### config.mk
export PLATFORM = sky130hd
export DESIGN_NAME = blind_command_sequencer
export DESIGN_NICKNAME = d
export VERILOG_FILES = /design/src/design/blind_seq_pkg.sv /design/src/design/blind_command_sequencer.sv /design/src/design/input_debounce.sv
export VERILOG_INCLUDE_DIRS = /design/src /design/src/design
export SDC_FILE = /design/constraint.sdc
export NUM_CORES = 1
export LEC_CHECK = 0
export ABC_AREA = 1
export ABC_CLOCK_PERIOD_IN_PS = 2700
export CAP_MARGIN = 0
export CORE_ASPECT_RATIO = 0.5
export CORE_MARGIN = 2
export CORE_UTILIZATION = 50
export DETAILED_ROUTE_END_ITERATION = 16
export DONT_BUFFER_PORTS = 1
export GPL_ROUTABILITY_DRIVEN = 0
export PLACE_DENSITY = 0.76
export SYNTH_ARGS = -nofsm -noshare
export SYNTH_HDL_FRONTEND = slang
export SYNTH_HIERARCHICAL = 1
export SYNTH_SLANG_ARGS = --single-unit
### constraint.sdc
create_clock -name ref_clk_in -period 2.7 [get_ports ref_clk_in]
set_clock_uncertainty 0.05 [all_clocks]
set_input_delay 0.54 -clock ref_clk_in [delete_from_list [all_inputs] [get_ports ref_clk_in]]
set_output_delay 0.54 -clock ref_clk_in [all_outputs]
set_load 0.01 [all_outputs]
### src/design/blind_seq_defs.svh
// Constants for the blind command sequencer: APB map, fields, timing.
// Assumes a 10 MHz clock; included by the package and both modules.
`ifndef BLIND_SEQ_DEFS_SVH
`define BLIND_SEQ_DEFS_SVH

`define CLK_HZ            10000000
// Debounce settle time in microseconds and derived cycle count;
// short settle suits clean contacts, raise it for bouncy ones
`define DEB_TIME_US       10
`define DEB_CYCLES        ((`CLK_HZ / 1000000) * `DEB_TIME_US)
`define DEB_CNT_W         17
// Long-press threshold default in milliseconds, counted in 1 ms ticks
`define LONG_MS_DEFAULT   16'h01F4
`define MS_CYCLES         ((`CLK_HZ / 1000) - 1)
`define MS_CNT_W          14

// Register byte addresses
`define ADDR_CTRL         12'h000
`define ADDR_LONG         12'h004
`define ADDR_STATUS       12'h008
`define ADDR_CMD          12'h00C

// CTRL fields
`define CTRL_BLINDS       0
`define CTRL_TOGGLE       1
`define CTRL_FIXDIR       2
`define CTRL_RESET        3'h0

// STATUS / CMD fields
`define ST_MANUAL         0
`define ST_PRESSED        1
`define ST_DIR            2
`define ST_MOVING         3
`define ST_LONG           4
`define CMD_MOVE          0
`define CMD_STEP          1
`define CMD_STOP          2
`define CMD_DIR           3

`endif

### src/design/blind_seq_pkg.sv
// Types shared by the blind command sequencer modules.
// Assumes the constants header is on the include path.
`include "blind_seq_defs.svh"

package blind_seq_pkg;

   // Press tracker, Gray coded along idle -> pressed -> long; long -> idle flips both bits
   typedef enum logic [1:0] {
      PR_IDLE  = 2'b00,
      PR_SHORT = 2'b01,
      PR_LONG  = 2'b11
   } press_state_t;

   typedef struct packed {
      logic                  out;
      logic [`DEB_CNT_W-1:0] cnt;
   } deb_state_t;

endpackage : blind_seq_pkg

### src/design/blind_command_sequencer.sv
// Blind command sequencer: one input, shutter or venetian blind mode.
// Assumes an APB master and a bus transceiver that sends the pulses.
//
// What this block does
// RULE1: Emits move, stop-step and stop one-bit commands with direction bit.
// RULE2: Actuator starts travelling in the commanded direction on move.
// RULE3: Actuator steps when still, only halts when moving, on stop-step.
// RULE4: Actuator halts any travel on a dedicated stop.
// RULE5: Shutter mode drives at least move and dedicated stop.
// RULE6: Venetian mode drives at least move and stop-step.
// RULE7: Actuator always takes move and stop-step; stop is optional.
// RULE8: Shutter mode sends move at once when the input is pressed.
// RULE9: Toggle option reverses direction on every activation.
// RULE10: Shutter quick release sends nothing; a later long press stops.
// RULE11: Shutter long press release sends stop.
// RULE12: Venetian short press release sends stop-step.
// RULE13: Venetian hold reaching threshold sends move.
// RULE14: Venetian short press during travel sends stop-step.
// RULE15: Manual mode ignores physical input, uses keypad button only.
// RULE16: Keypad press in manual mode produces same commands as input.
// RULE17: Keypad LED lit while channel contact regarded closed.
// RULE18: Manual button enters manual mode, lights its LED.
// RULE19: Second manual button press returns to physical inputs.
// RULE20: Leaving manual mode resyncs input to physical level.
// RULE21: Without toggle, direction is the fixed configured one.
// RULE22: Blinds option picks step or stop for the short press.
// RULE23: Press is long after configurable threshold, short if earlier.
// RULE24: Inputs and buttons are debounced to one event per actuation.
//
// Added by the designer: the APB interface to the registers and the register addresses.
`timescale 1ns/1ps
`include "blind_seq_defs.svh"

module blind_command_sequencer (
   input  wire logic        ref_clk_in,
   input  wire logic        resetn_in,
   // APB slave
   input  wire logic        psel_in,
   input  wire logic        penable_in,
   input  wire logic        pwrite_in,
   input  wire logic [11:0] paddr_in,
   input  wire logic [31:0] pwdata_in,
   output logic [31:0]      prdata_out,
   output logic             pready_out,
   output logic             pslverr_out,
   // Contacts
   input  wire logic        phys_in,
   input  wire logic        key_in,
   input  wire logic        manual_key_in,
   // Indicators
   output logic             key_led_out,
   output logic             manual_led_out,
   // One-bit command objects towards the bus transceiver
   output logic             move_send_out,
   output logic             step_send_out,
   output logic             stop_send_out,
   output logic             cmd_dir_out
);

   // ---------------------------------------------------------------
   // State
   // ---------------------------------------------------------------
   typedef struct packed {
      // Software-written configuration
      logic [2:0]                   ctrl;
      logic [15:0]                  long_ms;
      // Mode, edge detector and press tracking
      logic                         manual;
      logic                         resync;
      logic                         prev_in;
      logic                         prev_man;
      blind_seq_pkg::press_state_t  press;
      logic [15:0]                  held_ms;
      logic [`MS_CNT_W-1:0]         tick_cnt;
      logic                         dir;
      logic                         moving;
      logic                         move;
      logic                         step;
      logic                         stop;
      logic [3:0]                   last_cmd;
      logic [31:0]                  rdata;
   } seq_state_t;

   seq_state_t st_r;
   seq_state_t st_nxt;

   // Debounced levels and decoded events
   logic phys_lvl;
   logic key_lvl;
   logic man_lvl;
   logic in_lvl;
   logic rise;
   logic fall;
   logic ms_tick;
   logic long_hit;
   logic act_dir;
   // Bus phases
   logic apb_wr;
   logic apb_rd;

   // ---------------------------------------------------------------
   // Debounced contacts
   // ---------------------------------------------------------------
   // Physical contact is settled in both modes, so its level is
   // ready the moment manual mode ends
   input_debounce u_deb_phys (
      .ref_clk_in   (ref_clk_in),
      .resetn_in    (resetn_in),
      .raw_in       (phys_in),
      .force_in     (1'b0),
      .force_val_in (1'b0),
      .level_out    (phys_lvl)
   );

   // Keypad contact is flushed open when manual mode ends
   input_debounce u_deb_key (
      .ref_clk_in   (ref_clk_in),
      .resetn_in    (resetn_in),
      .raw_in       (key_in),
      .force_in     (!st_r.manual),
      .force_val_in (1'b0),
      .level_out    (key_lvl)
   );

   // The manual-mode button is live in both modes
   input_debounce u_deb_man (
      .ref_clk_in   (ref_clk_in),
      .resetn_in    (resetn_in),
      .raw_in       (manual_key_in),
      .force_in     (1'b0),
      .force_val_in (1'b0),
      .level_out    (man_lvl)
   );

   // ---------------------------------------------------------------
   // Register map decode
   // ---------------------------------------------------------------
   function automatic logic is_addr(input logic [11:0] a,
                                    input logic [11:0] ref_a);
      is_addr = (a == ref_a);
   endfunction : is_addr

   // One list of offsets, so the error flag and the map cannot drift
   function automatic logic is_mapped(input logic [11:0] a);
      is_mapped = is_addr(a, `ADDR_CTRL)
                  || is_addr(a, `ADDR_LONG)
                  || is_addr(a, `ADDR_STATUS)
                  || is_addr(a, `ADDR_CMD);
   endfunction : is_mapped

   // ---------------------------------------------------------------
   // Event decode
   // ---------------------------------------------------------------
   always_comb begin
      in_lvl   = st_r.manual ? key_lvl : phys_lvl;             // [RULE15]
      rise     = in_lvl && !st_r.prev_in && !st_r.resync;
      fall     = !in_lvl && st_r.prev_in && !st_r.resync;
      ms_tick  = (st_r.tick_cnt == `MS_CNT_W'(`MS_CYCLES));
      long_hit = ms_tick && (st_r.press == blind_seq_pkg::PR_SHORT)
                 && (st_r.held_ms + 16'h0001 >= st_r.long_ms); // [RULE23]
      act_dir  = st_r.ctrl[`CTRL_TOGGLE] ? !st_r.dir
                 : st_r.ctrl[`CTRL_FIXDIR];                    // [RULE9] [RULE21]
      // Writes land in the access phase, reads are captured in setup
      apb_wr   = psel_in && penable_in && pwrite_in;
      apb_rd   = psel_in && !penable_in && !pwrite_in;
   end

   // ---------------------------------------------------------------
   // Next state
   // ---------------------------------------------------------------
   always_comb begin
      st_nxt          = st_r;
      st_nxt.move     = 1'b0;
      st_nxt.step     = 1'b0;
      st_nxt.stop     = 1'b0;
      st_nxt.resync   = 1'b0;
      st_nxt.prev_man = man_lvl;

      // ------------------------------------------------------------
      // Manual mode toggles on each debounced button press
      // ------------------------------------------------------------
      if (man_lvl && !st_r.prev_man) begin
         st_nxt.manual = !st_r.manual;                         // [RULE18] [RULE19]
         // Re-seed the edge detector so mode change makes no event
         st_nxt.resync = 1'b1;
         st_nxt.press  = blind_seq_pkg::PR_IDLE;
      end

      // ------------------------------------------------------------
      // Edge detector and millisecond tick
      // ------------------------------------------------------------
      // The detector follows whichever source is live; the resync
      // cycle only hides the step that a change of source makes.
      if (st_r.resync) begin
         st_nxt.prev_in = in_lvl;                              // [RULE20]
      end else begin
         st_nxt.prev_in = in_lvl;
      end

      // Free-running between presses; each press restarts it
      st_nxt.tick_cnt = ms_tick ? '0 : st_r.tick_cnt + `MS_CNT_W'(1);

      // ------------------------------------------------------------
      // Press tracking and command generation
      // ------------------------------------------------------------
      if (!(man_lvl && !st_r.prev_man)) begin
         case (st_r.press)
            blind_seq_pkg::PR_IDLE: begin
               if (rise) begin
                  st_nxt.press   = blind_seq_pkg::PR_SHORT;
                  st_nxt.held_ms = '0;
                  st_nxt.tick_cnt = '0;
                  // Shutter travelling: the press length decides later
                  if (!st_r.ctrl[`CTRL_BLINDS] && !st_r.moving) begin
                     st_nxt.dir    = act_dir;                  // [RULE8]
                     st_nxt.move   = 1'b1;                     // [RULE5]
                     st_nxt.moving = 1'b1;
                  end
               end
            end
            blind_seq_pkg::PR_SHORT: begin
               if (fall) begin
                  st_nxt.press = blind_seq_pkg::PR_IDLE;
                  if (st_r.ctrl[`CTRL_BLINDS]) begin
                     // Short press: step, or halt when travelling
                     if (!st_r.moving) begin
                        st_nxt.dir = act_dir;
                     end
                     st_nxt.step   = 1'b1;                     // [RULE12] [RULE14] [RULE22]
                     st_nxt.moving = 1'b0;
                  end
                  // Shutter quick release sends nothing [RULE10]
               end else if (ms_tick) begin
                  st_nxt.held_ms = st_r.held_ms + 16'h0001;
                  if (long_hit) begin
                     st_nxt.press = blind_seq_pkg::PR_LONG;
                     if (st_r.ctrl[`CTRL_BLINDS]) begin
                        st_nxt.dir    = act_dir;
                        st_nxt.move   = 1'b1;                  // [RULE13] [RULE6]
                        st_nxt.moving = 1'b1;
                     end else if (st_r.moving && !st_r.move) begin
                        st_nxt.moving = 1'b1;
                     end
                  end
               end
            end
            blind_seq_pkg::PR_LONG: begin
               if (fall) begin
                  st_nxt.press = blind_seq_pkg::PR_IDLE;
                  // Venetian release sends nothing: travel runs on
                  if (!st_r.ctrl[`CTRL_BLINDS]) begin
                     st_nxt.stop   = 1'b1;                     // [RULE11] [RULE10] [RULE22]
                     st_nxt.moving = 1'b0;
                  end
               end
            end
            default: begin
               st_nxt.press = blind_seq_pkg::PR_IDLE;
            end
         endcase
      end

      // A shutter already travelling gets no move from the next press;
      // if that press turns long, its release sends the stop.
      if (st_r.press == blind_seq_pkg::PR_IDLE && rise
          && !st_r.ctrl[`CTRL_BLINDS] && st_r.moving) begin
         st_nxt.moving = 1'b1;
      end

      if (st_nxt.move || st_nxt.step || st_nxt.stop) begin
         st_nxt.last_cmd = {st_nxt.dir, st_nxt.stop,
                            st_nxt.step, st_nxt.move};         // [RULE1]
      end

      // ------------------------------------------------------------
      // APB register writes
      // ------------------------------------------------------------
      if (apb_wr) begin
         if (is_addr(paddr_in, `ADDR_CTRL)) begin
            st_nxt.ctrl = pwdata_in[2:0];
         end else if (is_addr(paddr_in, `ADDR_LONG)) begin
            // Zero is stored as 1; either value makes a press long at the first ms tick
            st_nxt.long_ms = (pwdata_in[15:0] == 16'h0000)
                             ? 16'h0001 : pwdata_in[15:0];
         end
      end

      // ------------------------------------------------------------
      // Read data captured in the setup cycle, so that a status bit
      // cannot change under a running access
      // ------------------------------------------------------------
      if (apb_rd) begin
         st_nxt.rdata = 32'h0000_0000;
         if (is_addr(paddr_in, `ADDR_CTRL)) begin
            st_nxt.rdata[2:0] = st_r.ctrl;
         end else if (is_addr(paddr_in, `ADDR_LONG)) begin
            st_nxt.rdata[15:0] = st_r.long_ms;
         end else if (is_addr(paddr_in, `ADDR_STATUS)) begin
            st_nxt.rdata[`ST_MANUAL]  = st_r.manual;
            st_nxt.rdata[`ST_PRESSED] = st_r.prev_in;
            st_nxt.rdata[`ST_DIR]     = st_r.dir;
            st_nxt.rdata[`ST_MOVING]  = st_r.moving;
            st_nxt.rdata[`ST_LONG]    =
               (st_r.press == blind_seq_pkg::PR_LONG);
         end else if (is_addr(paddr_in, `ADDR_CMD)) begin
            st_nxt.rdata[3:0] = st_r.last_cmd;
         end
      end
   end

   // ---------------------------------------------------------------
   // Registers
   // ---------------------------------------------------------------
   // Reset values come from the header; the first cycle is a resync
   always_ff @(posedge ref_clk_in or negedge resetn_in) begin
      if (!resetn_in) begin
         st_r         <= '0;
         st_r.ctrl    <= `CTRL_RESET;
         st_r.long_ms <= `LONG_MS_DEFAULT;
         st_r.press   <= blind_seq_pkg::PR_IDLE;
         st_r.resync  <= 1'b1;
      end else begin
         st_r <= st_nxt;
      end
   end

   // ---------------------------------------------------------------
   // Outputs
   // ---------------------------------------------------------------
   // Zero wait states; unmapped addresses answer with an error
   assign pready_out  = 1'b1;
   assign pslverr_out = psel_in && penable_in && !is_mapped(paddr_in);
   assign prdata_out  = st_r.rdata;

   // ---------------------------------------------------------------
   // Command objects and indicators
   // ---------------------------------------------------------------
   // Pulses last one cycle; the transceiver takes them with the
   // direction level, which holds until the next command.
   assign move_send_out  = st_r.move;                          // [RULE16]
   assign step_send_out  = st_r.step;
   assign stop_send_out  = st_r.stop;
   assign cmd_dir_out    = st_r.dir;
   assign manual_led_out = st_r.manual;                        // [RULE18]
   assign key_led_out    = st_r.manual && st_r.prev_in;        // [RULE17]

endmodule : blind_command_sequencer

### src/design/input_debounce.sv
// Debouncer for one contact: output follows input after it is stable.
// Assumes the input is synchronous to the clock.
`timescale 1ns/1ps
`include "blind_seq_defs.svh"

module input_debounce (
   input  wire logic ref_clk_in,
   input  wire logic resetn_in,
   input  wire logic raw_in,
   input  wire logic force_in,
   input  wire logic force_val_in,
   output logic      level_out
);

   blind_seq_pkg::deb_state_t st_r;
   blind_seq_pkg::deb_state_t st_nxt;

   always_comb begin
      st_nxt = st_r;
      if (force_in) begin
         // Force jumps straight to force_val_in and clears the settle count
         st_nxt.out = force_val_in;
         st_nxt.cnt = '0;
      end else if (raw_in == st_r.out) begin
         st_nxt.cnt = '0;
      end else if (st_r.cnt == `DEB_CNT_W'(`DEB_CYCLES - 1)) begin
         st_nxt.out = raw_in;                              // [RULE24]
         st_nxt.cnt = '0;
      end else begin
         st_nxt.cnt = st_r.cnt + `DEB_CNT_W'(1);
      end
   end

   always_ff @(posedge ref_clk_in or negedge resetn_in) begin
      if (!resetn_in) begin
         st_r <= '0;
      end else begin
         st_r <= st_nxt;
      end
   end

   assign level_out = st_r.out;

endmodule : input_debounce

Word level (Yosys, flattened, before mapping)
Index checks and enable logic that the tools add are counted.
{"block": "totals", "ff_bits": 134, "output_inout_bits": 40, "elab_cells": 159}
{"block": "classes", "n_addsub": 5, "order_cmp": 1, "n_eq_ne": 26, "muxes": 54, "n_bitwise": 4, "n_reduce_logical": 47}
{"op": "two-way mux 17 bit", "count": 6}
{"op": "adder 17 x 1 -> 17 bit, second input constant", "count": 3}
{"op": "== test 17 x 7 -> 1 bit, second input constant", "count": 3}
{"op": "two-way mux 37 bit", "count": 1}
{"op": "two-way mux 18 bit", "count": 2}
{"op": "two-way mux 35 bit", "count": 1}
{"op": "two-way mux 16 bit", "count": 2}
{"op": "one-hot mux 16 bit (2 select lines)", "count": 1}
{"op": "two-way mux 14 bit", "count": 2}
{"op": "== test 12 x 4 -> 1 bit, second input constant", "count": 2}
{"op": "two-way mux 1 bit", "count": 20}
{"op": "logical AND 1 bit", "count": 18}
{"op": "adder 16 x 1 -> 16 bit, second input constant", "count": 1}
{"op": ">= comparator 16 bit", "count": 1}
{"op": "zero test 16 bit", "count": 1}
{"op": "adder 14 x 1 -> 14 bit, second input constant", "count": 1}
{"op": "== test 14 bit, second input constant", "count": 1}
{"op": "two-way mux 13 bit", "count": 1}
{"op": "== test 12 x 3 -> 1 bit, second input constant", "count": 1}
{"op": "zero test 1 bit", "count": 12}
{"op": "zero test 12 bit", "count": 1}
{"op": "two-way mux 2 bit", "count": 6}
{"op": "two-way mux 3 bit", "count": 4}
{"op": "inequality test 4 x 3 -> 1 bit, second input constant", "count": 3}
{"op": "other kinds (23)", "count": 43}

Longest topological paths before layout
Gate-level depths: netlist (run 1).
{"block": "logic_depth", "depth_word": 11, "mapped_depth": 23}

By module
The synthesis (run 1) kept the hierarchy.
{"module": "blind_command_sequencer", "instances": 1, "cells_each": 594, "area_per_inst_um2": 4755.8, "seq_area_each_um2": 2010.7}
{"module": "input_debounce (u_deb_key ...)", "instances": 2, "cells_each": 142, "area_per_inst_um2": 1082.3, "seq_area_each_um2": 450.4}
{"module": "input_debounce (u_deb_phys)", "instances": 1, "cells_each": 153, "area_per_inst_um2": 1171.1, "seq_area_each_um2": 450.4}

Worst setup path after synthesis (run 1)
No wires, ideal clock.
{"block": "synth_timing", "path_kind": "flip-flop to flip-flop", "from": "register st_r[55] (netlist name)", "to": "register st_r[35] (netlist name)", "setup_time_ns": 0.117, "arrival_ns": 2.598, "required_ns": 2.533, "path_slack_ns": -0.066, "stages_incl_launch_ff": 22, "path_cell_list": "dfrtp_1 -> ha_1 -> nand3_2 -> nor3b_4 -> nand3_2 -> nor2_4 -> nand3_2 -> nor2_2 -> xor2_1 -> inv_1 -> ha_1 -> nand2_1 -> nor3_1 -> nand2_1 -> nand2_1 -> nand2_2 -> nand2_1 -> nand3_1 -> nand2_1 -> nand2_1 -> nand3_1 -> nand2_1"}

==> metrics.md, run 1 <==
| Metric | Value |
|---|---|
| DR iter-0 viols | `565` |
| Min Tclk post-route | `3.03 ns` |
| Cts bufs inserted | `17` |
| Crit-path max FO | `5` |
| Synth Register Bits | `134` |
| Internal Power | `0.00397 W` |
| WP data required | `2.96 ns` |
| Crit path launch type | `flip-flop` |
| Maxcap violations | `0` |
| Failing checks | `negative hold slack, negative setup slack` |
| CTS Buffer Depth | `2` |
| Number of synthesized flops with an enable pin | `0` |
| Die width | `184 um` |
| Flop-to-flop setup slack | `-0.33 ns` |
| DPL Wire Length | `12000 um` |
| Outcome | `complete, but fails checks` |
| Die Y | `94.0 um` |
| IO Count | `92` |
| Worst R2R End | `st_r[33]` |
| Post-synthesis sequential area ratio | `0.415` |
| Port Buffers | `0` |
| Clk root buf | `clkbuf_16` |
| Setup violators final | `9` |
| Share of layout cells above drive strength 1 | `0.183` |
| CTS tree | `built` |
| Gate power share | `0.154` |
| First drt pass iteration count | `4` |
| Clk_lat worst skew | `0.43 ns` |
| Final cell count without fillers | `1279` |
| Clock Pin Slew Worst Setup and Hold Paths | `0.06 ns` |
| Maximum vdd drop | `0.374 mV` |
| CP Buf/Inv Count | `2` |
| Power density cells | `616 nW/um^2` |
| Setup TNS Final | `-2.25 ns` |
| Setup CP Type | `flip-flop to flip-flop` |
| Part of the cycle the worst path needs | `1.12` |
| Global route total overflow | `0` |
| All-Layer GR Usage | `0.215` |
| Final Max Tran Viols | `0` |
| Initial Utilization | `0.518` |
| Routed WL | `17900 um` |
| Final hold viol count | `134` |
| Crit. End Element | `flip-flop` |
| Yosys top cell area share | `0.393` |
| H-tree Lvls | `4` |
| DRC | `0` |
| Antenna-violating nets left | `0` |
| CP top delay family | `simple AND/OR/NAND/NOR gates` |
| RSZ-0062 raised after global routing | `true` |
| First-pass GRT wire length | `29300 um` |
| Vias per cell | `5.20` |
| Synthesized area | `8090 um^2` |
| Synthesis Warnings | `6` |
| Critical-path top delay cell | `dfrtp_1` |
| Fin Hold WS | `-0.247 ns` |
| Gate Count Post-Synth | `1031` |
| FMAX | `331 MHz` |
| Switching share of power | `0.299` |
| Core area | `15600 um^2` |
| Vias in the first global route | `6363` |
| Die area | `17300 um^2` |
| Area contributors post-synth | `dfrtp_1, nand2_1, nor2_1` |
| Worst relative slew slack | `0.583` |
| Area Growth Syn to Fin | `13.4%` |
| Drt wl/cell | `14.0 um` |
| DR vias | `6656` |
| # nets final | `1135` |
| Antenna violations before repair | `0` |
| Synth Flop Type | `dfrtp_1` |
| Syn avg cell area | `7.85 um^2` |
| Setup ws final | `-0.325 ns` |
| Placed Cells | `1235` |
| Type of the most critical hold path | `input port to async pin` |
| CP Data Arrival Time | `3.29 ns` |
| Largest net degree at the start of global routing | `135` |
| Critical-path cell list | `ha_2 > nand3_4 > nor3b_4 > nand3_2 > nor2_4 > nand3_4 > nor2_4 > xor2_2 > inv_2 > ha_4 > nand2_2 > nor3_2 > nand2_1 > nand2_2 > nand3_1 > nand2_1 > nand2_2 > buf_4 > nand3_2 > nand2_1` |
| Sink Count | `134` |
| Sequential power share | `0.407` |
| Synth cell types | `54` |
| N_diodes | `0` |
| Synth area leader | `dfrtp_1` |
| Overall Power | `0.00566 W` |
| Fraction of registers with async set or reset after synthesis | `1.00` |
| Crit Reg-Reg Startpoint | `st_r[55]` |
| Clk network pwr share | `0.440` |
| P_sw | `0.00169 W` |
| Crit path largest cell delay | `0.37 ns` |
| R2R depth | `20` |
| Leakage | `4.21 nW` |
| Placement Rows | `32` |
| Worst-Margin Slew | `0.621 ns` |
## synth_stat cells (4+ instances only)
| cell | count |
|---|---|
| nand2_1 | 255 |
| nor2_1 | 128 |
| dfrtp_1 | 127 |
| inv_1 | 125 |
| nor2_2 | 41 |
| o21ai_0 | 39 |
| nand3_1 | 37 |
| buf_4 | 33 |
| xor2_1 | 27 |
| ha_1 | 21 |
| nand4_1 | 20 |
| a21oi_1 | 18 |
| o21bai_1 | 17 |
| o21ai_1 | 16 |
| nand2_2 | 14 |
| nor2_4 | 13 |
| xnor2_1 | 9 |
| inv_2 | 8 |
| dfstp_2 | 7 |
| nand3_2 | 7 |
| nor3_1 | 7 |
| nor4_1 | 6 |
| nor3b_1 | 5 |
| clkbuf_1 | 4 |
| o211ai_1 | 4 |
## layout by cell type, fill, tap and decap left out, types with 3 or more instances in the layout
cell        count
nand2_1       246
nor2_1        127
dfrtp_1       127
inv_1         122
nor2_2         38
o21ai_0        37
nand3_1        35
conb_1         28
buf_4          25
xor2_1         23
nand2_2        21
nand4_1        20
nor2_4         17
o21ai_1        17
o21bai_1       17
clkbuf_16      17
a21oi_1        15
ha_1           15
inv_2          11
xnor2_1         9
dfstp_2         7
nand3_2         6
nor3_1          6
nor4_1          6
clkinvlp_4      6
nor3b_1         5
ha_4            5
xor2_2          4
nand2_4         4
o211ai_1        4
bufinv_16       4
nand3_4         3
a21oi_2         3
a31oi_1         3
o2111ai_1       3
clkinv_4        3
buf_6           3
## timing repair
item | in CTS | in global routing
gates resized for setup | 11 | 32
setup buffers | 8 | 5
pin swaps | 7 | 17
endpoints found under the setup margin | 9 | 9
hold endpoints to repair | 134 | 134
## layer usage
metal | share of wire | wire, um | up-vias | global-route usage
li1 | - | - | 3270 | -
met1 | 0.43 | 7750 | 3186 | 0.261
met2 | 0.50 | 8890 | 172 | 0.373
met3 | 0.052 | 925 | 28 | 0.0516
met4 | 0.019 | 338 | 0 | 0.0833
met5 | 0 | 0 | - | 0
## how the worst max path moves through the flow
stage,start,to,slack (ns),cells past startpoint
2_1_floorplan,st_r[55],st_r[35],-0.05,21
3_3_place_gp,st_r[55],st_r[39],-0.18,22
3_5_place_dp,st_r[55],st_r[35],-0.34,21
4_1_cts,st_r[56],st_r[35],-0.26,21
5_1_grt,st_r[55],st_r[35],-0.51,21
6_report,st_r[55],st_r[33],-0.33,20
## logic make-up (layout without fill, tap and decap cells)
kind of cell               after synthesis  count (layout)  synth area share
AOI/OAI and AO/OA                      111             111            0.0816
xor gates and xnor gates                38              38            0.0430
adders and majority gates               21              21            0.0325
buffers and inverters                  178             196             0.104
DFF                                    134             134             0.415
other                                    2              28          0.000928
and+or+nand+nor                        547             547             0.323
## per-stage QoR
step / utilization / area [um^2] / setup slack [ns]
2_1_floorplan: - / 8190 / -0.0508
3_3_place_gp: 0.528 / 8240 / -0.181
3_5_place_dp: 0.528 / 8240 / -0.340
4_1_cts: 0.576 / 8990 / -0.260
5_1_grt: 0.588 / 9180 / -0.514
6_report: 0.588 / 9180 / -0.325
## power groups by stage
stage	combinational [W]	clock [W]	sequential, W
after global routing	0.000969	0.00261	0.00232
after floorplan	0.000743	0	0.00229
after global placement	0.000799	0	0.00232
after detailed placement	0.000833	0	0.00233
final	0.000868	0.00249	0.00230
after CTS	0.000840	0.00252	0.00230
## registers in the layout, summed over array words and instances, names as in the netlist
signal and flops:
cmd_dir_out 1, u_deb_man/st_r 17, u_deb_phys/st_r 17, prdata_out 16, u_deb_key/st_r 17, stop_send_out 1
u_deb_man/level_out 1, u_deb_key/level_out 1, move_send_out 1, manual_led_out 1, u_deb_phys/level_out 1, st_r 59
step_send_out 1
## layout make-up
| type | count | area (um^2) |
|---|---|---|
| fillers | 1277 | 6440 |
| multi-input cells | 745 | 4200 |
| flip-flops and latches | 134 | 3360 |
| inverters | 136 | 512 |
| clock buffers | 17 | 425 |
| well taps | 204 | 255 |
| repair buffers | 28 | 221 |
| clock inverters | 15 | 205 |
Power figures use the tool's default switching activity.
==> inputs of run 2 (changes only) <==
--- a/config.mk
+++ b/config.mk
@@ -18,5 +18,4 @@
 export PLACE_DENSITY = 0.76
 export SYNTH_ARGS = -nofsm -noshare
 export SYNTH_HDL_FRONTEND = slang
-export SYNTH_HIERARCHICAL = 1
 export SYNTH_SLANG_ARGS = --single-unit
==> run 2 against run 1 <==
The flow still finishes with violations (negative hold slack, negative setup slack). Combinational power down 29%. Sequential cell count unchanged. Worst setup slack worse by 0.23 ns. Die area down 12%. Wire length down 12%. Design area down 9.9%. First-iteration DRC count down 23%. Utilization up 1.4 points. Register-to-register slack worse by 0.23 ns. Total power down 0.76%. Via count down 12%. Largest cell class is now registers.
==> metrics.md, run 2 <==
| Metric | Value |
|---|---|
| Outcome | `complete, but fails checks` |
| Failing checks | `negative hold slack, negative setup slack` |
| Layout fillers | `1134 (-11%)` |
| Die Y | `88.4 um (-5.9%)` |
| Final Max Tran Viols | `0 (unchanged)` |
| Synthesis Warnings | `0 (-6)` |
| CTS tree | `built` |
| Setup TNS Final | `-4.20 ns (-1.95 ns)` |
| Max reg flops | `59 (unchanged)` |
| WP data required | `2.96 ns (about the same)` |
| First drt pass iteration count | `4 (unchanged)` |
| Clk_lat worst skew | `0.42 ns (about the same)` |
| Critical Path Most Common Cell | `nand2_1` |
| Setup ws final | `-0.556 ns (-0.231 ns)` |
| DR iter-0 viols | `434 (-23%)` |
| Crit path largest cell delay | `0.38 ns (about the same)` |
| Die width | `173 um (-6.0%)` |
| Drt wl/cell | `14.0 um (-0.11%)` |
| Power density cells | `679 nW/um^2 (+10%)` |
| Placement Rows | `30 (-6.3%)` |
| DR vias | `5843 (-12%)` |
| Area Growth Syn to Fin | `16.0%` |
| Routed WL | `15700 um (-12%)` |
| Part of the cycle the worst path needs | `1.21 (+0.0856)` |
| Crit path launch type | `flip-flop` |
| Synth Register Bits | `134 (unchanged)` |
| Worst Setup EP | `st_r[35]` |
| Area contributors post-synth | `dfrtp_1, nand2_1, inv_1` |
| Leakage | `3.97 nW (-5.6%)` |
| CP Buf/Inv Count | `1 (-1)` |
| Yosys top cell area share | `0.446 (+0.0531)` |
| Synth area leader | `dfrtp_1` |
| All-Layer GR Usage | `0.217 (+0.00200)` |
| Critical-path top delay cell | `dfrtp_1` |
| Crit. End Element | `flip-flop` |
| Biggest register | `st_r` |
| Synthesized area | `7130 um^2 (-12%)` |
| Die area | `15300 um^2 (-12%)` |
| Gate Count Post-Synth | `883 (-14%)` |
| Core area | `13700 um^2 (-12%)` |
| Synth cell count leaders | `nand2_1, inv_1, dfrtp_1` |
| R2R depth | `21 (+5.0%)` |
| Largest net degree at the start of global routing | `135 (unchanged)` |
| Maxcap violations | `0 (unchanged)` |
| Worst Setup SP | `st_r[55]` |
| Crit Reg-Reg Startpoint | `st_r[55]` |
| Count leader, synth | `nand2_1` |
| Syn avg cell area | `8.07 um^2 (+2.9%)` |
| # nets final | `991 (-13%)` |
| Share of layout cells above drive strength 1 | `0.125 (-0.0587)` |
| Initial Utilization | `0.519 (+0.000663)` |
| Flop-to-flop setup slack | `-0.56 ns (-0.23 ns)` |
| Cts bufs inserted | `17 (unchanged)` |
| Worst relative slew slack | `0.544 (-0.0384)` |
| RSZ-0062 raised after global routing | `true` |
| Port Buffers | `0 (unchanged)` |
| Fraction of registers with async set or reset after synthesis | `1.00 (unchanged)` |
| Global route total overflow | `0 (unchanged)` |
| CTS Buffer Depth | `2 (unchanged)` |
| DRC | `0 (unchanged)` |
| Worst R2R End | `st_r[35]` |
| First-pass GRT wire length | `26500 um (-9.6%)` |
| Min Tclk post-route | `3.26 ns (+0.231 ns)` |
| Maximum vdd drop | `0.502 mV (+34%)` |
| Vias in the first global route | `5699 (-10%)` |
| Number of synthesized flops with an enable pin | `0 (unchanged)` |
| Setup CP Type | `flip-flop to flip-flop` |
| Synth Flop Type | `dfrtp_1` |
| Final hold viol count | `128 (-4.5%)` |
| Crit-path max FO | `4 (-1)` |
| FMAX | `307 MHz (-7.1%)` |
| DPL Wire Length | `10500 um (-13%)` |
| Critical-path cell list | `nand2_1 > nor2_2 > nand3_1 > nor2_2 > nand2_1 > nor2_1 > nand3_2 > nor2_1 > xor2_1 > inv_1 > ha_1 > a21oi_1 > o21ai_1 > a21oi_2 > nand2_4 > nand2_4 > o22ai_1 > nand2_1 > nand3_2 > nand2_1 > nand2_1` |
| Type of the most critical hold path | `input port to async pin` |
| CP Data Arrival Time | `3.51 ns (+0.22 ns)` |
| Worst-Margin Slew | `0.677 ns (+0.0561 ns)` |
| Antenna violations before repair | `0 (unchanged)` |
| Synth cell types | `43 (-20%)` |
| Antenna-violating nets left | `0 (unchanged)` |
| Sink Count | `134 (unchanged)` |
| H-tree Lvls | `4 (unchanged)` |
| N_diodes | `0 (unchanged)` |
| Post-synthesis sequential area ratio | `0.472 (+0.0562)` |
| Storage cell area | `3360 um^2 (unchanged)` |
| Crit path depth | `21 (+5.0%)` |
| Fin Hold WS | `-0.234 ns (+0.0127 ns)` |
| Setup violators final | `9 (unchanged)` |
| Commonest non-fill, non-tap cells in the layout | `nand2_1, inv_1, dfrtp_1` |
| Most common cell after layout, fill and taps aside | `nand2_1` |
| Area of the multi-input gates | `3130 um^2 (-25%)` |
| Vias per cell | `5.20 (about the same)` |
| Clock Pin Slew Worst Setup and Hold Paths | `0.06 ns (about the same)` |
| Clk root buf | `clkbuf_16` |
| IO Count | `92 (unchanged)` |
| CP top delay family | `simple AND/OR/NAND/NOR gates` |
run 2: cell types whose count changed in the layout (fill, tap and decap cells not counted), sizes merged, moves of 8 or more:
| cell | previous run | this run |
|---|---|---|
| nor2 | 182 | 96 |
| nand2 | 271 | 189 |
| nor3 | 8 | 32 |
| a21oi | 18 | 38 |
| buf | 28 | 44 |
| o21ai | 56 | 42 |
| o21bai | 17 | 3 |
| o22ai | 0 | 14 |
| conb | 28 | 17 |
| nor4 | 8 | 18 |
| xor2 | 27 | 18 |
| nand3 | 44 | 36 |
run 2: routing by layer:
layer / share of wire / vias to the layer above / GRT usage
met5: 0 / - / 0
met4: 0.016 / 0 / 0.0686
met3: 0.044 / 23 / 0.0520
met2: 0.50 / 149 / 0.385
met1: 0.44 / 2766 / 0.268
li1: - / 2905 / -
run 2: worst min-delay path by stage:
stage	startpoint	to	slack, ns	cells past startpoint
floorplan	resetn_in	cmd_dir_out	0.19	0
global placement	resetn_in	u_deb_phys.st_r[0]	0.20	0
detailed placement	resetn_in	u_deb_phys.st_r[0]	0.20	0
CTS	resetn_in	u_deb_phys.st_r[0]	-0.25	0
global route	resetn_in	u_deb_phys.st_r[2]	-0.26	0
finish	resetn_in	u_deb_phys.st_r[2]	-0.23	0
run 2: power breakdown:
part           switching [W]  total (W)  internal (W)  leakage [nW]
Clock               0.000894    0.00274       0.00185         0.329
Sequential          0.000128    0.00225       0.00213          1.80
Combinational       0.000397   0.000618      0.000221          1.84
run 2: per-stage QoR:
step	setup WS (ns)	cell area [um^2]	utilization	total power (W)	std cells
3_5_place_dp	-0.394	7360	0.536	0.00287	1075
6_report	-0.556	8270	0.602	0.00561	1123
2_1_floorplan	-0.0475	7210	-	0.00275	898
3_3_place_gp	-0.293	7360	0.536	0.00285	1075
4_1_cts	-0.445	8190	0.596	0.00564	1118
5_1_grt	-0.709	8270	0.602	0.00584	1123
run 2: final cells by class:
class,count,share of cell area
timing repair buffer,44,0.0399
inverter,136,0.0617
clock buffer,19,0.0536
tap,192,0.0291
multi-input combinational,585,0.379
sequential,134,0.407
clock inverter,13,0.0304
run 2: what timing repair did:
item | 4_1_cts | 5_1_grt
cloned | 0 | 0
pin swaps | 19 | 21
setup endpoints to repair | 9 | 9
hold endpoints to repair | 134 | 134
buffers inserted | 11 | 5
resized for setup | 14 | 12
run 2: kinds of logic after synthesis:
group,Yosys count,share of synthesized area
AO/OA/AOI/OAI,117,0.0939
XOR/XNOR,23,0.0283
adder cells (fa/ha/maj),21,0.0369
buffers and inverters,179,0.114
flip-flops,134,0.472
multiplexers,2,0.00316
other,2,0.00105
AND/OR/NAND/NOR,405,0.251
==> inputs of run 3 (changes only) <==
--- a/config.mk
+++ b/config.mk
@@ -7,7 +7,7 @@
 export NUM_CORES = 1
 export LEC_CHECK = 0
 export ABC_AREA = 1
-export ABC_CLOCK_PERIOD_IN_PS = 2700
+export ABC_CLOCK_PERIOD_IN_PS = 3200
 export CAP_MARGIN = 0
 export CORE_ASPECT_RATIO = 0.5
 export CORE_MARGIN = 2
@@ -15,7 +15,7 @@
 export DETAILED_ROUTE_END_ITERATION = 16
 export DONT_BUFFER_PORTS = 1
 export GPL_ROUTABILITY_DRIVEN = 0
-export PLACE_DENSITY = 0.76
+export PLACE_DENSITY = 0.73
 export SYNTH_ARGS = -nofsm -noshare
 export SYNTH_HDL_FRONTEND = slang
 export SYNTH_SLANG_ARGS = --single-unit
==> constraint.sdc (replaced) <==
create_clock -name ref_clk_in -period 3.2 [get_ports ref_clk_in]
set_clock_uncertainty 0.05 [all_clocks]
set_input_delay 0.64 -clock ref_clk_in [delete_from_list [all_inputs] [get_ports ref_clk_in]]
set_output_delay 0.64 -clock ref_clk_in [all_outputs]
set_load 0.01 [all_outputs]
==> run 3 against run 2 <==
The flow finishes with violations (negative hold slack). Final cell count fell by 2.1%. Non-clock buffer count fell by 22. Sequential power fell by 15%. Sequential share of layout area rose by 1.5 points. Wire length fell by 4.3%. Hold slack improved by 0.11 ns. Global-route usage fell by 1.2 points. Clock power fell by 31%. Critical path type unchanged. Largest power group is now registers. Highest routed layer unchanged.
==> metrics.md, run 3 (synthesis results as in run 2) <==
| Metric | Value |
|---|---|
| Routed WL | `15000 um (-4.3%)` |
| Vias in the first global route | `5485 (-3.8%)` |
| Global-route met3 utilization | `0.0554 (+0.00344)` |
| Clk_lat worst skew | `0.42 ns (about the same)` |
| Area Growth Syn to Fin | `11.8%` |
| H-tree Lvls | `4 (unchanged)` |
| Grt met2 use | `0.358 (-0.0269)` |
| Final hold viol count | `127 (-0.78%)` |
| Final Util | `0.580 (-0.0219)` |
| Die width | `173 um (unchanged)` |
| Crit path largest cell delay | `0.38 ns (about the same)` |
| Die Y | `88.4 um (unchanged)` |
| Core area | `13700 um^2 (unchanged)` |
| Worst Setup SP | `st_r[55]` |
| IO Count | `92 (unchanged)` |
| Vias per cell | `5.18 (-0.40%)` |
| Gate power share | `0.117 (+0.007)` |
| RSZ-0062 raised after global routing | `true` |
| Setup CP Type | `flip-flop to flip-flop` |
| Power density cells | `538 nW/um^2 (-21%)` |
| Grt peak-use layer | `met2` |
| Sink Count | `134 (unchanged)` |
| Final Max Tran Viols | `0 (unchanged)` |
| P_sw | `0.00114 W (-20%)` |
| Worst relative slew slack | `0.545 (+0.000667)` |
| Placement Rows | `30 (unchanged)` |
| CTS Buffer Depth | `2 (unchanged)` |
| All-Layer GR Usage | `0.204 (-0.0123)` |
| Clock Pin Slew Worst Setup and Hold Paths | `0.06 ns (about the same)` |
| Maximum vdd drop | `0.443 mV (-12%)` |
| CTS tree | `built` |
| Most common cell after layout, fill and taps aside | `nand2_1` |
| Max reg flops | `59 (unchanged)` |
| Crit path launch type | `flip-flop` |
| Critical-path top delay cell | `dfrtp_1` |
| Setup violators final | `0 (-9)` |
| Crit Reg-Reg Startpoint | `st_r[55]` |
| Commonest non-fill, non-tap cells in the layout | `nand2_1, inv_1, dfrtp_1` |
| Sequential power share | `0.444 (+0.043)` |
| CP Data Arrival Time | `3.38 ns (-0.13 ns)` |
| Largest net degree at the start of global routing | `135 (unchanged)` |
| DR vias | `5695 (-2.5%)` |
| Worst Setup EP | `st_r[35]` |
| Worst-Margin Slew | `0.676 ns (-0.000990 ns)` |
| N_diodes | `0 (unchanged)` |
| Outcome | `complete, but fails checks` |
| Initial Utilization | `0.519 (unchanged)` |
| Critical-path cell list | `ha_2 > nand2_2 > nor2_4 > nand3_2 > nor2_4 > nand4_1 > nor3_2 > xor2_1 > inv_1 > ha_1 > nand2_2 > nor2_1 > a21oi_2 > nand2_2 > nand2_4 > nand2_2 > nand3_2 > nand2_1 > nand2_1 > nand2_1 > nand2_1 > nand2_1 > nand2_1` |
| Critical Path Most Common Cell | `nand2_1` |
| Global route total overflow | `0 (unchanged)` |
| Port Buffers | `0 (unchanged)` |
| Met1 usage | `0.251 (-0.0166)` |
| Min Tclk post-route | `3.12 ns (-0.136 ns)` |
| Internal Power | `0.00315 W (-25%)` |
| Leakage | `3.81 nW (-4.0%)` |
| Clk network pwr share | `0.438 (-0.050)` |
| Failing checks | `negative hold slack` |
| DPL Wire Length | `10400 um (-1.3%)` |
| Overall Power | `0.00429 W (-24%)` |
| First drt pass iteration count | `4 (unchanged)` |
| First-pass GRT wire length | `25000 um (-5.8%)` |
| Cts bufs inserted | `17 (unchanged)` |
| Maxcap violations | `0 (unchanged)` |
| Crit-path max FO | `4 (unchanged)` |
| Share of layout cells above drive strength 1 | `0.103 (-0.0221)` |
| Antenna violations before repair | `0 (unchanged)` |
| Switching share of power | `0.265 (+0.0126)` |
| Crit. End Element | `flip-flop` |
| Flop-to-flop setup slack | `0.08 ns (+0.64 ns)` |
| Antenna-violating nets left | `0 (unchanged)` |
| Setup TNS Final | `0 ns (+4.20 ns)` |
| Part of the cycle the worst path needs | `0.975 (-0.231)` |
| DR iter-0 viols | `305 (-30%)` |
| Die area | `15300 um^2 (unchanged)` |
| WP data required | `3.46 ns (+0.50 ns)` |
| DRC | `0 (unchanged)` |
| # nets final | `969 (-2.2%)` |
| FMAX | `320 MHz (+4.4%)` |
| R2R depth | `23 (+9.5%)` |
| Drt wl/cell | `13.7 um (-2.2%)` |
| Clk root buf | `clkbuf_16` |
| Worst R2R End | `st_r[35]` |
| Fin Hold WS | `-0.125 ns (+0.110 ns)` |
| Type of the most critical hold path | `input port to async pin` |
| Biggest register | `st_r` |
run 3: cell count changes in the layout (fill, tap and decap cells not counted), sizes merged:
cell	before	now
buf	44	22
bufinv	7	2
clkbuf	19	21
clkinv	4	6
clkinvlp	3	2
run 3: metal layers:
metal,wire length (um),vias up
met1,6910,2707
met3,611,22
met4,274,0
met5,0,-
li1,-,2853
met2,7220,113
run 3: worst min path at each step:
| stage | startpoint | endpoint | slack, ns | cells after the start |
|---|---|---|---|---|
| 6_report | resetn_in | u_deb_key.st_r[13] | -0.12 | 0 |
| 5_1_grt | resetn_in | u_deb_phys.st_r[7] | -0.15 | 0 |
| 4_1_cts | resetn_in | u_deb_phys.st_r[5] | -0.15 | 0 |
| 3_3_place_gp | resetn_in | u_deb_key.st_r[11] | 0.30 | 0 |
| 2_1_floorplan | resetn_in | cmd_dir_out | 0.29 | 0 |
| 3_5_place_dp | resetn_in | u_deb_phys.st_r[0] | 0.30 | 0 |
run 3: layout make-up:
class / count / area (um^2)
fill: 1212 / 5770
sequential: 134 / 3360
multi-input combinational: 585 / 3120
inverter: 136 / 510
clock buffer: 21 / 460
tap: 192 / 240
timing repair buffer: 22 / 169
clock inverter: 9 / 104
run 3: repair_timing:
item	4_1_cts	5_1_grt
endpoints found under the setup margin	7	9
pin swaps	2	22
hold endpoints to repair	127	127
gates resized for setup	5	31
setup buffers	4	5
run 3: critical path, delay by kind of cell (launching register included):
family | cells | cell delay [ns]
XOR/XNOR | 1 | 0.20
flip-flops | 1 | 0.38
AO/OA/AOI/OAI | 1 | 0.08
buffers and inverters | 1 | 0.06
AND/OR/NAND/NOR | 18 | 1.77
adder cells (fa/ha/maj) | 2 | 0.49
run 3: power by group through the flow:
| stage | clock [W] | sequential [W] | combinational, W |
|---|---|---|---|
| after detailed placement | 0 | 0.00193 | 0.000488 |
| after global placement | 0 | 0.00193 | 0.000473 |
| after global routing | 0.00200 | 0.00192 | 0.000588 |
| final | 0.00188 | 0.00191 | 0.000504 |
| after CTS | 0.00192 | 0.00190 | 0.000496 |
| after floorplan | 0 | 0.00190 | 0.000419 |
run 3: per-stage QoR:
stage               instances  area [um^2]  worst slack, ns
floorplan                 898         7180            0.348
global placement         1060         7220           0.0262
detailed placement       1060         7220          -0.0635
CTS                      1094         7830          0.00876
global route             1099         7970           -0.210
finish                   1099         7970           0.0796
